File: config.mk
export PLATFORM = sky130hd
export DESIGN_NAME = scu_top
export DESIGN_NICKNAME = d
export VERILOG_FILES = /design/src/hw/scu_pkg.sv /design/src/hw/scu_pin_if.sv /design/src/hw/scu_sync.sv /design/src/hw/scu_top.sv
export VERILOG_INCLUDE_DIRS = /design/src /design/src/hw
export SDC_FILE = /design/constraint.sdc
export NUM_CORES = 1
export LEC_CHECK = 0
export ABC_AREA = 0
export BUFFER_PORTS_ARGS = -buffer_cell sky130_fd_sc_hd__buf_4
export CAP_MARGIN = 40
export CORE_MARGIN = 5
export CORE_UTILIZATION = 51
export CTS_BUF_LIST = sky130_fd_sc_hd__clkbuf_8
export DETAILED_ROUTE_END_ITERATION = 7
export PLACE_DENSITY = 0.75
export SLEW_MARGIN = 20
export SYNTH_ARGS = -nofsm -noshare
export SYNTH_HDL_FRONTEND = slang
export SYNTH_SLANG_ARGS = --single-unit
export TNS_END_PERCENT = 30
File: constraint.sdc
create_clock -name ref_clk -period 11.5 [get_ports ref_clk]
set_clock_uncertainty 0.15 [all_clocks]
set_input_delay 0.575 -clock ref_clk [delete_from_list [all_inputs] [get_ports ref_clk]]
set_output_delay 0.575 -clock ref_clk [all_outputs]
set_load 0.02 [all_outputs]
File: src/hw/scu_defines.svh
// Function
// (RQ1) Software selects mode zero, optional clear-to-send gate
// (RQ2) Holding buffer write starts transmit; flags track
// (RQ3) Receive starts on enable with done clear
// (RQ4) Async error and break flags meaningless here
// (RQ5) Force-line-low independent of shifting
// (RQ6) Clear-to-send counts only after buffer write arms
// (RQ7) Clear-to-send synchronised before serial logic
// (RQ8) Sender holds clear-to-send 1.5 clocks minimum
// (RQ9) Baud clock low-then-high bumps baud counter
// (RQ10) Baud clock at most half system clock
// (RQ11) TXD always driven; RXD driven only transmitting
// (RQ12) System timebase: low two, high compare-1
// (RQ13) Software never loads compare of one
// (RQ14) RXD changes after each TXD rise
// (RQ15) Sender keeps RXD stable at TXD rise
// (RQ16) Baud clock timebase: low 4.5 clocks after match
// (RQ17) All TXD edges aligned to system clock
// (RQ18) Channel zero reception pulses request, sets flag
// (RQ19) Channel zero transmission pulses request, sets flag
// (RQ20) Channel one flags ORed onto interrupt pin
// (RQ21) Channel one status read clears both flags
// (RQ22) Mode code zero selects synchronous shift
// (RQ23) All-empty flag resets one, read keeps it
// (RQ24) Eight bits, LSB first, one per TXD period
`ifndef SCU_DEFINES_SVH
`define SCU_DEFINES_SVH

// ----------------------------------------------------------------
// Register map, word index inside one channel window
// ----------------------------------------------------------------
`define SCU_OFS_CTRL     3'h0
`define SCU_OFS_STAT     3'h1
`define SCU_OFS_TBUF     3'h2
`define SCU_OFS_RBUF     3'h3
`define SCU_OFS_CMP      3'h4
`define SCU_OFS_CNT      3'h5

// ----------------------------------------------------------------
// Field positions
// ----------------------------------------------------------------
`define SCU_CTRL_REN     5
`define SCU_CTRL_GATE    6
`define SCU_CTRL_BRK     7
`define SCU_STAT_EMP     3
`define SCU_STAT_TDN     5
`define SCU_STAT_RDN     6
`define SCU_CMP_SYSCLK   15

// ----------------------------------------------------------------
// Reset values and codes
// ----------------------------------------------------------------
`define SCU_MODE_SYNC    3'h0
`define SCU_CMP_RST      16'h0000
`define SCU_TXE_RST      1'b1

// ----------------------------------------------------------------
// Timing counts in system clocks, and bits per frame
// ----------------------------------------------------------------
`define SCU_LOW_CYC      16'h0002
`define SCU_BCLK_DLY     3'h4
`define SCU_BITS         4'h8

`endif

File: src/hw/scu_pkg.sv
package scu_pkg;
    // Channel sequencer states, Gray along idle-wait-shift
    typedef enum logic [1:0] {
        SCU_IDLE = 2'b00,
        SCU_CTSW = 2'b01,
        SCU_TX   = 2'b11,
        SCU_RX   = 2'b10
    } scu_state_t;
endpackage

File: src/hw/scu_pin_if.sv
`timescale 1ns/10ps
// Synchronised pin view handed from the sampler to the channels
interface scu_pin_if;
    logic [1:0] cts_lvl;    // Clear-to-send asserted, synchronised
    logic [1:0] bclk_rise;  // One-cycle pulse per baud clock rise
    logic [1:0] rxd_lvl;    // Receive line, synchronised
    modport drv (output cts_lvl, output bclk_rise, output rxd_lvl);
    modport use_p (input cts_lvl, input bclk_rise, input rxd_lvl);
endinterface // scu_pin_if

File: src/hw/scu_sync.sv
`timescale 1ns/10ps
module scu_sync (
    input  wire logic       ref_clk,
    input  wire logic       nrst,
    input  wire logic [1:0] cts_n_pin,
    input  wire logic [1:0] bclk_pin,
    input  wire logic [1:0] rxd_pin,
    scu_pin_if.drv          pins
);
    // ----------------------------------------------------------------
    // Two-stage samplers
    // ----------------------------------------------------------------
    logic [5:0] meta_ff;   // First stage, read only by second stage
    logic [5:0] sync_ff;   // Second stage, safe to use
    logic [1:0] bclk_d_ff; // Previous baud clock level for edges

    // (RQ7) sample then settle
    always_ff @(posedge ref_clk or negedge nrst) begin
        if (!nrst) begin
            meta_ff <= 6'h3f;
            sync_ff <= 6'h3f;
        end else begin
            meta_ff <= {rxd_pin, bclk_pin, cts_n_pin};
            sync_ff <= meta_ff;
        end
    end

    // Edge memory for the baud clock
    always_ff @(posedge ref_clk or negedge nrst) begin
        if (!nrst) begin
            bclk_d_ff <= 2'h3;
        end else begin
            bclk_d_ff <= sync_ff[3:2];
        end
    end

    // Pin is active low, so invert for an asserted level
    assign pins.cts_lvl   = ~sync_ff[1:0];
    // (RQ9) low then high
    assign pins.bclk_rise = sync_ff[3:2] & ~bclk_d_ff;
    assign pins.rxd_lvl   = sync_ff[5:4];
endmodule // scu_sync

File: src/hw/scu_top.sv
// Added by the designer: the placing of the registers and the APB interface to the registers.
`timescale 1ns/10ps
`include "scu_defines.svh"
module scu_top
    import scu_pkg::*;
(
    input  wire logic        ref_clk,
    input  wire logic        nrst,
    input  wire logic        psel,
    input  wire logic        penable,
    input  wire logic        pwrite,
    input  wire logic [7:0]  paddr,
    input  wire logic [31:0] pwdata,
    output logic [31:0]      prdata,
    output logic             pready,
    output logic             pslverr,
    input  wire logic [1:0]  cts_n,
    input  wire logic [1:0]  bclk,
    input  wire logic [1:0]  rxd_in,
    output logic [1:0]       rxd_out,
    output logic [1:0]       rxd_oe_n,
    output logic [1:0]       txd,
    output logic             rx_req0,
    output logic             tx_req0,
    output logic             second_channel_irq_out
);
    // ----------------------------------------------------------------
    // Pin synchroniser
    // ----------------------------------------------------------------
    scu_pin_if pin_if ();

    scu_sync u_sync (
        .ref_clk   (ref_clk),
        .nrst      (nrst),
        .cts_n_pin (cts_n),
        .bclk_pin  (bclk),
        .rxd_pin   (rxd_in),
        .pins      (pin_if.drv)
    );

    // ----------------------------------------------------------------
    // APB slave
    // ----------------------------------------------------------------
    logic        pready_ff;   // Access phase answer, one wait state
    logic        pslverr_ff;  // Unmapped address flag
    logic [31:0] prdata_ff;   // Read data captured with pready
    logic        apb_done;    // Completing access edge
    logic        mapped;      // Address lands on a register
    logic [31:0] rd_word [2]; // Per-channel read view
    logic [31:0] nxt_prdata;  // Selected read word
    logic [1:0]  txd_ff;      // Shift clock pins
    logic [1:0]  rxd_out_ff;  // Transmit data pins
    logic [1:0]  rxd_oe_n_ff; // Low while driving RXD
    logic [1:0]  rx_req_ff;   // Reception pulses
    logic [1:0]  tx_req_ff;   // Transmission pulses
    logic [1:0]  rdn_ff;      // Receive done flags
    logic [1:0]  tdn_ff;      // Transmit done flags
    logic        irq1_ff;     // Channel one interrupt pin

    assign apb_done = psel & penable & pready_ff;
    assign mapped   = (paddr[7:6] == 2'h0) && (paddr[4:2] <= `SCU_OFS_CNT);
    assign nxt_prdata = rd_word[paddr[5]];

    // Answer on the second access cycle; reads are sampled then
    always_ff @(posedge ref_clk or negedge nrst) begin
        if (!nrst) begin
            pready_ff  <= 1'b0;
            pslverr_ff <= 1'b0;
            prdata_ff  <= 32'h0000_0000;
        end else begin
            pready_ff  <= psel & penable & ~pready_ff;
            pslverr_ff <= psel & penable & ~pready_ff & ~mapped;
            if (psel & penable & ~pready_ff) begin
                prdata_ff <= mapped ? nxt_prdata : 32'h0000_0000;
            end
        end
    end

    assign prdata  = prdata_ff;
    assign pready  = pready_ff;
    assign pslverr = pslverr_ff;

    // ----------------------------------------------------------------
    // Channels
    // ----------------------------------------------------------------
    genvar ch;
    generate
        for (ch = 0; ch < 2; ch = ch + 1) begin : g_ch
            logic        wr_en;      // Write completing to this channel
            logic        rd_en;      // Read completing to this channel
            logic [2:0]  mode_ff;    // Mode select field
            logic        ren_ff;     // Receive enable
            logic        gate_ff;    // Clear-to-send gate enable
            logic        brk_ff;     // Force line low
            logic [15:0] cmp_ff;     // Compare and timebase select
            logic [14:0] bcnt_ff;    // Baud counter
            logic [7:0]  tbuf_ff;    // Transmit holding buffer
            logic        tfull_ff;   // Holding buffer occupied
            logic        armed_ff;   // Clear-to-send sense armed
            logic [7:0]  rbuf_ff;    // Receive holding buffer
            logic [7:0]  sh_ff;      // Shift register
            logic [3:0]  bits_ff;    // Bits shifted so far
            logic        low_ff;     // Shift clock in low phase
            logic [15:0] ph_ff;      // Cycles spent in this phase
            logic [2:0]  dly_ff;     // Low-start delay, baud clock base
            logic        dly_run_ff; // Delay is counting
            scu_state_t  st_ff;      // Sequencer state
            scu_state_t  nxt_st;     // Next sequencer state
            logic        sync_mode;  // Synchronous shift selected
            logic        active;     // Shifting in either direction
            logic        hi_end;     // High phase finished
            logic        lo_end;     // Low phase finished
            logic        rise;       // Shift clock rises this edge
            logic        rise_d_ff;  // Cycle after the rise
            logic        last;       // Final bit period ends
            logic        bmatch;     // Baud counter hits compare
            logic [15:0] hi_len;     // High phase length in cycles
            logic        empty;      // Buffer and shifter both empty

            assign wr_en = apb_done & pwrite & (paddr[5] == ch);
            assign rd_en = apb_done & ~pwrite & (paddr[5] == ch);
            // (RQ22) code zero
            assign sync_mode = (mode_ff == `SCU_MODE_SYNC);
            assign active = (st_ff == SCU_TX) || (st_ff == SCU_RX);
            // Compare below two is illegal; clamp so timing stays sane
            assign hi_len = (cmp_ff[14:0] < 15'h0002) ? 16'h0001 :
                            {1'b0, cmp_ff[14:0]} - 16'h0001;
            assign bmatch = pin_if.bclk_rise[ch] &&
                            (bcnt_ff == cmp_ff[14:0]);
            // (RQ12) high compare-1
            assign hi_end = active & ~low_ff &
                (cmp_ff[`SCU_CMP_SYSCLK] ? (ph_ff == hi_len - 16'h0001)
                 : (dly_run_ff && dly_ff == 3'h1));
            // (RQ12) low two cycles
            assign lo_end = active & low_ff &
                            (ph_ff == `SCU_LOW_CYC - 16'h0001);
            assign rise = lo_end;
            // (RQ24) eight bit periods
            assign last = hi_end && (bits_ff == `SCU_BITS);
            // (RQ23) both empty
            assign empty = ~tfull_ff && (st_ff != SCU_TX) &&
                           (st_ff != SCU_CTSW);

            // Control register and compare register writes
            always_ff @(posedge ref_clk or negedge nrst) begin
                if (!nrst) begin
                    mode_ff <= `SCU_MODE_SYNC;
                    ren_ff  <= 1'b0;
                    gate_ff <= 1'b0;
                    brk_ff  <= 1'b0;
                    cmp_ff  <= `SCU_CMP_RST;
                end else if (wr_en && paddr[4:2] == `SCU_OFS_CTRL) begin
                    // (RQ1) software set-up
                    mode_ff <= pwdata[2:0];
                    ren_ff  <= pwdata[`SCU_CTRL_REN];
                    gate_ff <= pwdata[`SCU_CTRL_GATE];
                    brk_ff  <= pwdata[`SCU_CTRL_BRK];
                end else if (wr_en && paddr[4:2] == `SCU_OFS_CMP) begin
                    cmp_ff <= pwdata[15:0];
                end
            end

            // Baud counter and low-start delay, baud clock timebase
            always_ff @(posedge ref_clk or negedge nrst) begin
                if (!nrst) begin
                    bcnt_ff    <= 15'h0000;
                    dly_ff     <= 3'h0;
                    dly_run_ff <= 1'b0;
                end else begin
                    // (RQ9) count rises
                    if (bmatch) begin
                        bcnt_ff <= 15'h0000;
                    end else if (pin_if.bclk_rise[ch]) begin
                        bcnt_ff <= bcnt_ff + 15'h0001;
                    end
                    // (RQ16) delayed low start
                    if (bmatch && !cmp_ff[`SCU_CMP_SYSCLK]) begin
                        dly_ff     <= `SCU_BCLK_DLY;
                        dly_run_ff <= 1'b1;
                    end else if (dly_run_ff) begin
                        dly_ff     <= dly_ff - 3'h1;
                        dly_run_ff <= (dly_ff != 3'h1);
                    end
                end
            end

            // Holding buffer and clear-to-send arming
            always_ff @(posedge ref_clk or negedge nrst) begin
                if (!nrst) begin
                    tbuf_ff  <= 8'h00;
                    tfull_ff <= 1'b0;
                    armed_ff <= 1'b0;
                end else if (wr_en && paddr[4:2] == `SCU_OFS_TBUF) begin
                    // (RQ2) write starts transfer
                    tbuf_ff  <= pwdata[7:0];
                    tfull_ff <= 1'b1;
                    // (RQ6) write arms sense
                    armed_ff <= 1'b1;
                end else if (nxt_st == SCU_TX && st_ff != SCU_TX) begin
                    tfull_ff <= 1'b0;
                    armed_ff <= 1'b0;
                end
            end

            // Sequencer next state
            always_comb begin
                nxt_st = st_ff;
                case (st_ff)
                    SCU_IDLE: begin
                        if (sync_mode && tfull_ff) begin
                            nxt_st = gate_ff ? SCU_CTSW : SCU_TX;
                        end else if (sync_mode && ren_ff && !rdn_ff[ch]) begin
                            // (RQ3) enable with flag clear
                            nxt_st = SCU_RX;
                        end
                    end
                    SCU_CTSW: begin
                        // (RQ6) live level only
                        if (armed_ff && pin_if.cts_lvl[ch]) begin
                            nxt_st = SCU_TX;
                        end
                    end
                    SCU_TX, SCU_RX: begin
                        if (last) begin
                            nxt_st = SCU_IDLE;
                        end
                    end
                    default: begin
                        nxt_st = SCU_IDLE;
                    end
                endcase
            end

            // Sequencer state
            always_ff @(posedge ref_clk or negedge nrst) begin
                if (!nrst) begin
                    st_ff <= SCU_IDLE;
                end else begin
                    st_ff <= nxt_st;
                end
            end

            // Shift clock phase timer; starts in the high phase
            always_ff @(posedge ref_clk or negedge nrst) begin
                if (!nrst) begin
                    low_ff <= 1'b0;
                    ph_ff  <= 16'h0000;
                end else if (!active || hi_end || lo_end) begin
                    low_ff <= active & hi_end;
                    ph_ff  <= 16'h0000;
                end else begin
                    ph_ff <= ph_ff + 16'h0001;
                end
            end

            // Shift register and bit count
            always_ff @(posedge ref_clk or negedge nrst) begin
                if (!nrst) begin
                    sh_ff   <= 8'h00;
                    bits_ff <= 4'h0;
                end else if (!active) begin
                    sh_ff   <= (nxt_st == SCU_TX) ? tbuf_ff : 8'h00;
                    bits_ff <= 4'h0;
                end else if (rise) begin
                    // (RQ24) LSB first
                    bits_ff <= bits_ff + 4'h1;
                    sh_ff   <= (st_ff == SCU_RX) ?
                               {pin_if.rxd_lvl[ch], sh_ff[7:1]} :
                               {1'b0, sh_ff[7:1]};
                end
            end

            // Receive holding buffer
            always_ff @(posedge ref_clk or negedge nrst) begin
                if (!nrst) begin
                    rbuf_ff <= 8'h00;
                end else if (st_ff == SCU_RX && last) begin
                    rbuf_ff <= sh_ff;
                end
            end

            // Done flags; hardware set wins over any clear
            always_ff @(posedge ref_clk or negedge nrst) begin
                if (!nrst) begin
                    rdn_ff[ch] <= 1'b0;
                    tdn_ff[ch] <= 1'b0;
                end else begin
                    if (st_ff == SCU_RX && last) begin
                        // (RQ18) set on reception
                        rdn_ff[ch] <= 1'b1;
                    end else if (ch == 1 && rd_en &&
                                 paddr[4:2] == `SCU_OFS_STAT) begin
                        // (RQ21) read clears
                        rdn_ff[ch] <= 1'b0;
                    end else if (wr_en && paddr[4:2] == `SCU_OFS_STAT) begin
                        rdn_ff[ch] <= pwdata[`SCU_STAT_RDN];
                    end
                    if (st_ff == SCU_TX && last) begin
                        // (RQ19) set on transmission
                        tdn_ff[ch] <= 1'b1;
                    end else if (ch == 1 && rd_en &&
                                 paddr[4:2] == `SCU_OFS_STAT) begin
                        // (RQ21) read clears
                        tdn_ff[ch] <= 1'b0;
                    end else if (wr_en && paddr[4:2] == `SCU_OFS_STAT) begin
                        tdn_ff[ch] <= pwdata[`SCU_STAT_TDN];
                    end
                end
            end

            // Requests pulse on completion; flags never gate them
            always_ff @(posedge ref_clk or negedge nrst) begin
                if (!nrst) begin
                    rx_req_ff[ch] <= 1'b0;
                    tx_req_ff[ch] <= 1'b0;
                end else begin
                    rx_req_ff[ch] <= (st_ff == SCU_RX) && last;
                    tx_req_ff[ch] <= (st_ff == SCU_TX) && last;
                end
            end

            // Pins, all moved on system clock edges only
            always_ff @(posedge ref_clk or negedge nrst) begin
                if (!nrst) begin
                    txd_ff[ch]      <= 1'b1;
                    rxd_out_ff[ch]  <= 1'b1;
                    rxd_oe_n_ff[ch] <= 1'b1;
                    rise_d_ff       <= 1'b0;
                end else begin
                    // (RQ5) break overrides line only
                    // (RQ17) aligned edges, no low pulse at the end
                    txd_ff[ch] <= ~brk_ff & ~(active &
                                  ((hi_end & ~last) | (low_ff & ~lo_end)));
                    // (RQ11) RXD driven only transmitting
                    rxd_oe_n_ff[ch] <= (nxt_st != SCU_TX);
                    rise_d_ff       <= rise;
                    // (RQ14) data moves the cycle after the rise
                    if (nxt_st == SCU_TX && st_ff != SCU_TX) begin
                        rxd_out_ff[ch] <= tbuf_ff[0];
                    end else if (st_ff == SCU_TX && rise_d_ff) begin
                        rxd_out_ff[ch] <= sh_ff[0];
                    end
                end
            end

            // Read view; async error and break bits read zero
            // (RQ4) invalid flags zero
            always_comb begin
                rd_word[ch] = 32'h0000_0000;
                case (paddr[4:2])
                    `SCU_OFS_CTRL: begin
                        rd_word[ch][2:0] = mode_ff;
                        rd_word[ch][`SCU_CTRL_REN]  = ren_ff;
                        rd_word[ch][`SCU_CTRL_GATE] = gate_ff;
                        rd_word[ch][`SCU_CTRL_BRK]  = brk_ff;
                    end
                    `SCU_OFS_STAT: begin
                        rd_word[ch][`SCU_STAT_EMP] = empty;
                        rd_word[ch][`SCU_STAT_TDN] = tdn_ff[ch];
                        rd_word[ch][`SCU_STAT_RDN] = rdn_ff[ch];
                    end
                    `SCU_OFS_TBUF: rd_word[ch][7:0]  = tbuf_ff;
                    `SCU_OFS_RBUF: rd_word[ch][7:0]  = rbuf_ff;
                    `SCU_OFS_CMP:  rd_word[ch][15:0] = cmp_ff;
                    `SCU_OFS_CNT:  rd_word[ch][14:0] = bcnt_ff;
                    default:       rd_word[ch] = 32'h0000_0000;
                endcase
            end
        end
    endgenerate

    // ----------------------------------------------------------------
    // Channel one interrupt pin
    // ----------------------------------------------------------------
    // (RQ20) OR of both flags
    always_ff @(posedge ref_clk or negedge nrst) begin
        if (!nrst) begin
            irq1_ff <= 1'b0;
        end else begin
            irq1_ff <= rdn_ff[1] | tdn_ff[1];
        end
    end

    assign txd                    = txd_ff;
    assign rxd_out                = rxd_out_ff;
    assign rxd_oe_n               = rxd_oe_n_ff;
    assign rx_req0                = rx_req_ff[0];
    assign tx_req0                = tx_req_ff[0];
    assign second_channel_irq_out = irq1_ff;
endmodule // scu_top
==> flow_metrics.tcl <==
set metrics [dict create \
    start_kind "flip-flop" \
    endpoint_kind "flip-flop" \
    ys_types 79 \
    p_leak_uw 0.00656 \
    cts-htree-levels 2 \
    synth_seq_cells 225 \
    period_needed_ps 5420 \
    antenna_left 0 \
    route.vias.total 10778 \
    setup_viol 0 \
    num_rows 59 \
    grt_pass1_vias 10436 \
    critical_path_class "flip-flop to flip-flop" \
    grt_pass1_wl_mm 54.3 \
    setup_ws_ps 6080 \
    critPathMaxFanout 15 \
    antenna_found_initial 0 \
    initialDrtViolationCount 1028 \
    arrival_ps 5680 \
    slew_headroom 0.395 \
    start_util 0.514 \
    n_antenna_cell 0 \
    holdBufCountCts 7 \
    nets 1486 \
    status "complete, no violations" \
    final_common_cell "dfrtp_1" \
    clkLatencyLatePin_ps 550 \
    gp_congestion 0.874 \
    async_reset_ff_frac 1.00 \
    detailed_place.area_um2 13900 \
    port_buffers 59 \
    coreArea_um2 25800 \
    min_path_type "primary input to flip-flop" \
    cap_violations 0 \
    wl_per_cell_um 18.9 \
    syn-cell-area_um2 13300 \
    die_w_um 171 \
    cts-root-buf "clkbuf_8" \
    dp_slack_ps 6190 \
    ys_warn_count 0 \
    grt_max_degree 89 \
    ir_drop_mv 0.133 \
    finalCritPeriodShare 0.472 \
    cts_resized 0 \
    syn_inst 1383 \
    postCtsSetupBuffers 0 \
    hold_viol 0 \
    rsz0062_at_grt "no" \
    synth_flop_cell "dfrtp_1" \
    dp_hpwl_mm 23.7 \
    synth_enable_flop_cells 0 \
    numCtsBuffers 41 \
    die_area_um2 29400 \
    stdcell_area_um2 14800 \
    drive_gt1_frac 0.176 \
    mostFrequentLayoutCells "dfrtp_1, nor2_1, nand2_1, mux2_2, xnor2_1" \
    syn_avg_cell_area_um2 9.60 \
    clockBufferDepth 3 \
    die_h_um 171 \
    nFillCells 2280 \
    gr-usage-all-layers 0.227 \
    finalMaxSlewViolations 0 \
    fmax_mhz 184 \
    seq_area_frac_synth 0.426 \
    pwr_density_cell_nw_per_um2 153 \
    detail_route.vias_per_cell 6.05 \
    grt-ovfl-total 0 \
    wirelength_mm 33.6 \
    cts.sinks 225 \
    cts_tree "yes" \
    dr.pass1.iters 5 \
    finalSetupTns_ps 0 \
    tightest_slew_ps 896 \
    critPathRequiredTime_ps 11750 \
    clkTransAtPathRegs_ps 60 \
    route.detailed.drc 0 \
    ioPinCount 94 \
    area.growth.synth_to_final_pct 11.1 \
]
## layout make-up
| cell class | instances | area, um^2 | area share |
|---|---|---|---|
| multi-input cells | 1032 | 7100 | 0.481 |
| clock buffers | 47 | 647 | 0.0438 |
| well taps | 335 | 419 | 0.0284 |
| clock inverters | 25 | 129 | 0.00874 |
| repair buffers | 78 | 654 | 0.0444 |
| inverters | 39 | 146 | 0.00992 |
| flip-flops and latches | 225 | 5660 | 0.383 |
## synthesized netlist by cell type, types with 8 or more instances
cell type,count,share of area
inv_1,39,0.011
a22oi_1,13,0.0073
nand3_1,46,0.017
nor4_1,24,0.011
buf_1,10,0.0028
a211oi_1,9,0.0051
o31ai_1,8,0.0045
and3_1,19,0.0089
o21ai_0,61,0.023
or3_1,19,0.0089
xor2_1,53,0.035
o22ai_1,11,0.0052
mux2_2,80,0.068
clkbuf_1,69,0.020
o221ai_1,8,0.0053
nand3b_1,14,0.0079
nor3_1,26,0.0098
a21oi_1,48,0.018
buf_4,17,0.0096
xnor2_1,75,0.049
nand4_1,29,0.014
nor2_1,143,0.040
dfstp_2,20,0.040
and2_1,8,0.0038
mux4_2,8,0.014
mux2i_1,36,0.027
ha_1,18,0.017
o211ai_1,9,0.0051
nor2b_1,15,0.0071
or4_1,8,0.0045
nand2b_1,12,0.0057
dfrtp_1,205,0.39
nand2_1,98,0.028
o2bb2ai_1,9,0.0059
nor4b_1,12,0.0079
## power breakdown
part / total [uW] / internal (uW) / switching, uW
Sequential: 1020 / 892 / 132
Combinational: 511 / 228 / 283
Clock: 720 / 393 / 328
## routing by layer
metal,part of all wire,vias to the layer above,global-route usage
li1,-,5011,-
met1,0.43,5356,0.304
met2,0.49,332,0.380
met3,0.054,79,0.0331
met4,0.033,0,0.0796
met5,0,-,0
## state kept, by name, indices dropped and copies added (netlist names), 4 cells and up
name / flops
g_ch.sh_ff: 16
g_ch.cmp_ff: 32
g_ch.dly_ff: 6
prdata: 16
g_ch.bits_ff: 8
g_ch.ph_ff: 32
g_ch.rbuf_ff: 16
g_ch.mode_ff: 6
u_sync.meta_ff: 6
g_ch.st_ff: 4
g_ch.bcnt_ff: 30
g_ch.tbuf_ff: 16
u_sync.sync_ff: 6
## worst paths after layout
kind / startpoint / endpoint / slack [ps] / depth (start not counted)
max: g_ch[0].cmp_ff[3]$_DFFE_PN0P_ / g_ch[0].rbuf_ff[4]$_DFFE_PN0P_ / 6080 / 16
min: pwdata[12] / g_ch[0].cmp_ff[12]$_DFFE_PN0P_ / 120 / 3
max reg2reg: g_ch[0].cmp_ff[3]$_DFFE_PN0P_ / g_ch[0].rbuf_ff[4]$_DFFE_PN0P_ / 6080 / 16
min reg2reg: u_sync.meta_ff[4]$_DFF_PN1_ / u_sync.sync_ff[4]$_DFF_PN1_ / 200 / 0
max in group asynchronous: nrst / u_sync.sync_ff[4]$_DFF_PN1_ / 9610 / 4
min in group asynchronous: nrst / g_ch[1].ph_ff[14]$_DFF_PN0_ / 440 / 2
## stage by stage
| stage | cells | util | hold WS [ps] | total power (uW) |
|---|---|---|---|---|
| finish | 1781 | 0.571 | 115 | 2250 |
| global route | 1781 | 0.571 | 108 | 2390 |
| CTS | 1778 | 0.569 | 94.2 | 2270 |
| detailed placement | 1699 | 0.536 | 197 | 1540 |
| global placement | 1697 | 0.535 | 196 | 1510 |
| floorplan | 1398 | - | 129 | 1390 |
## logic make-up (layout without fill, tap and decap cells)
logic type / count (synthesis) / count (layout) / share of synthesized area
buf+inv: 141 / 189 / 0.0457
other cells: 1 / 16 / 0.000282
xor+xnor: 128 / 128 / 0.0844
fa+ha+maj: 18 / 18 / 0.0170
compound gates: 240 / 240 / 0.121
mux: 126 / 126 / 0.110
simple gates: 504 / 504 / 0.196
flops: 225 / 225 / 0.426
## critical path, stage by stage (launching register included)
cell,delay [ps]
dfrtp_1,590
or2_2,420
nor3_1,540
nand3_1,310
nand2b_1,170
ha_1,220
xor2_1,270
xnor2_1,150
nand2_1,60
nor3_1,140
a221oi_1,70
nor4b_1,390
nand4_1,130
a2111oi_0,390
a21oi_1,310
nor3_4,560
mux2_2,390
Note: power is estimated with default switching activity, not from simulation.
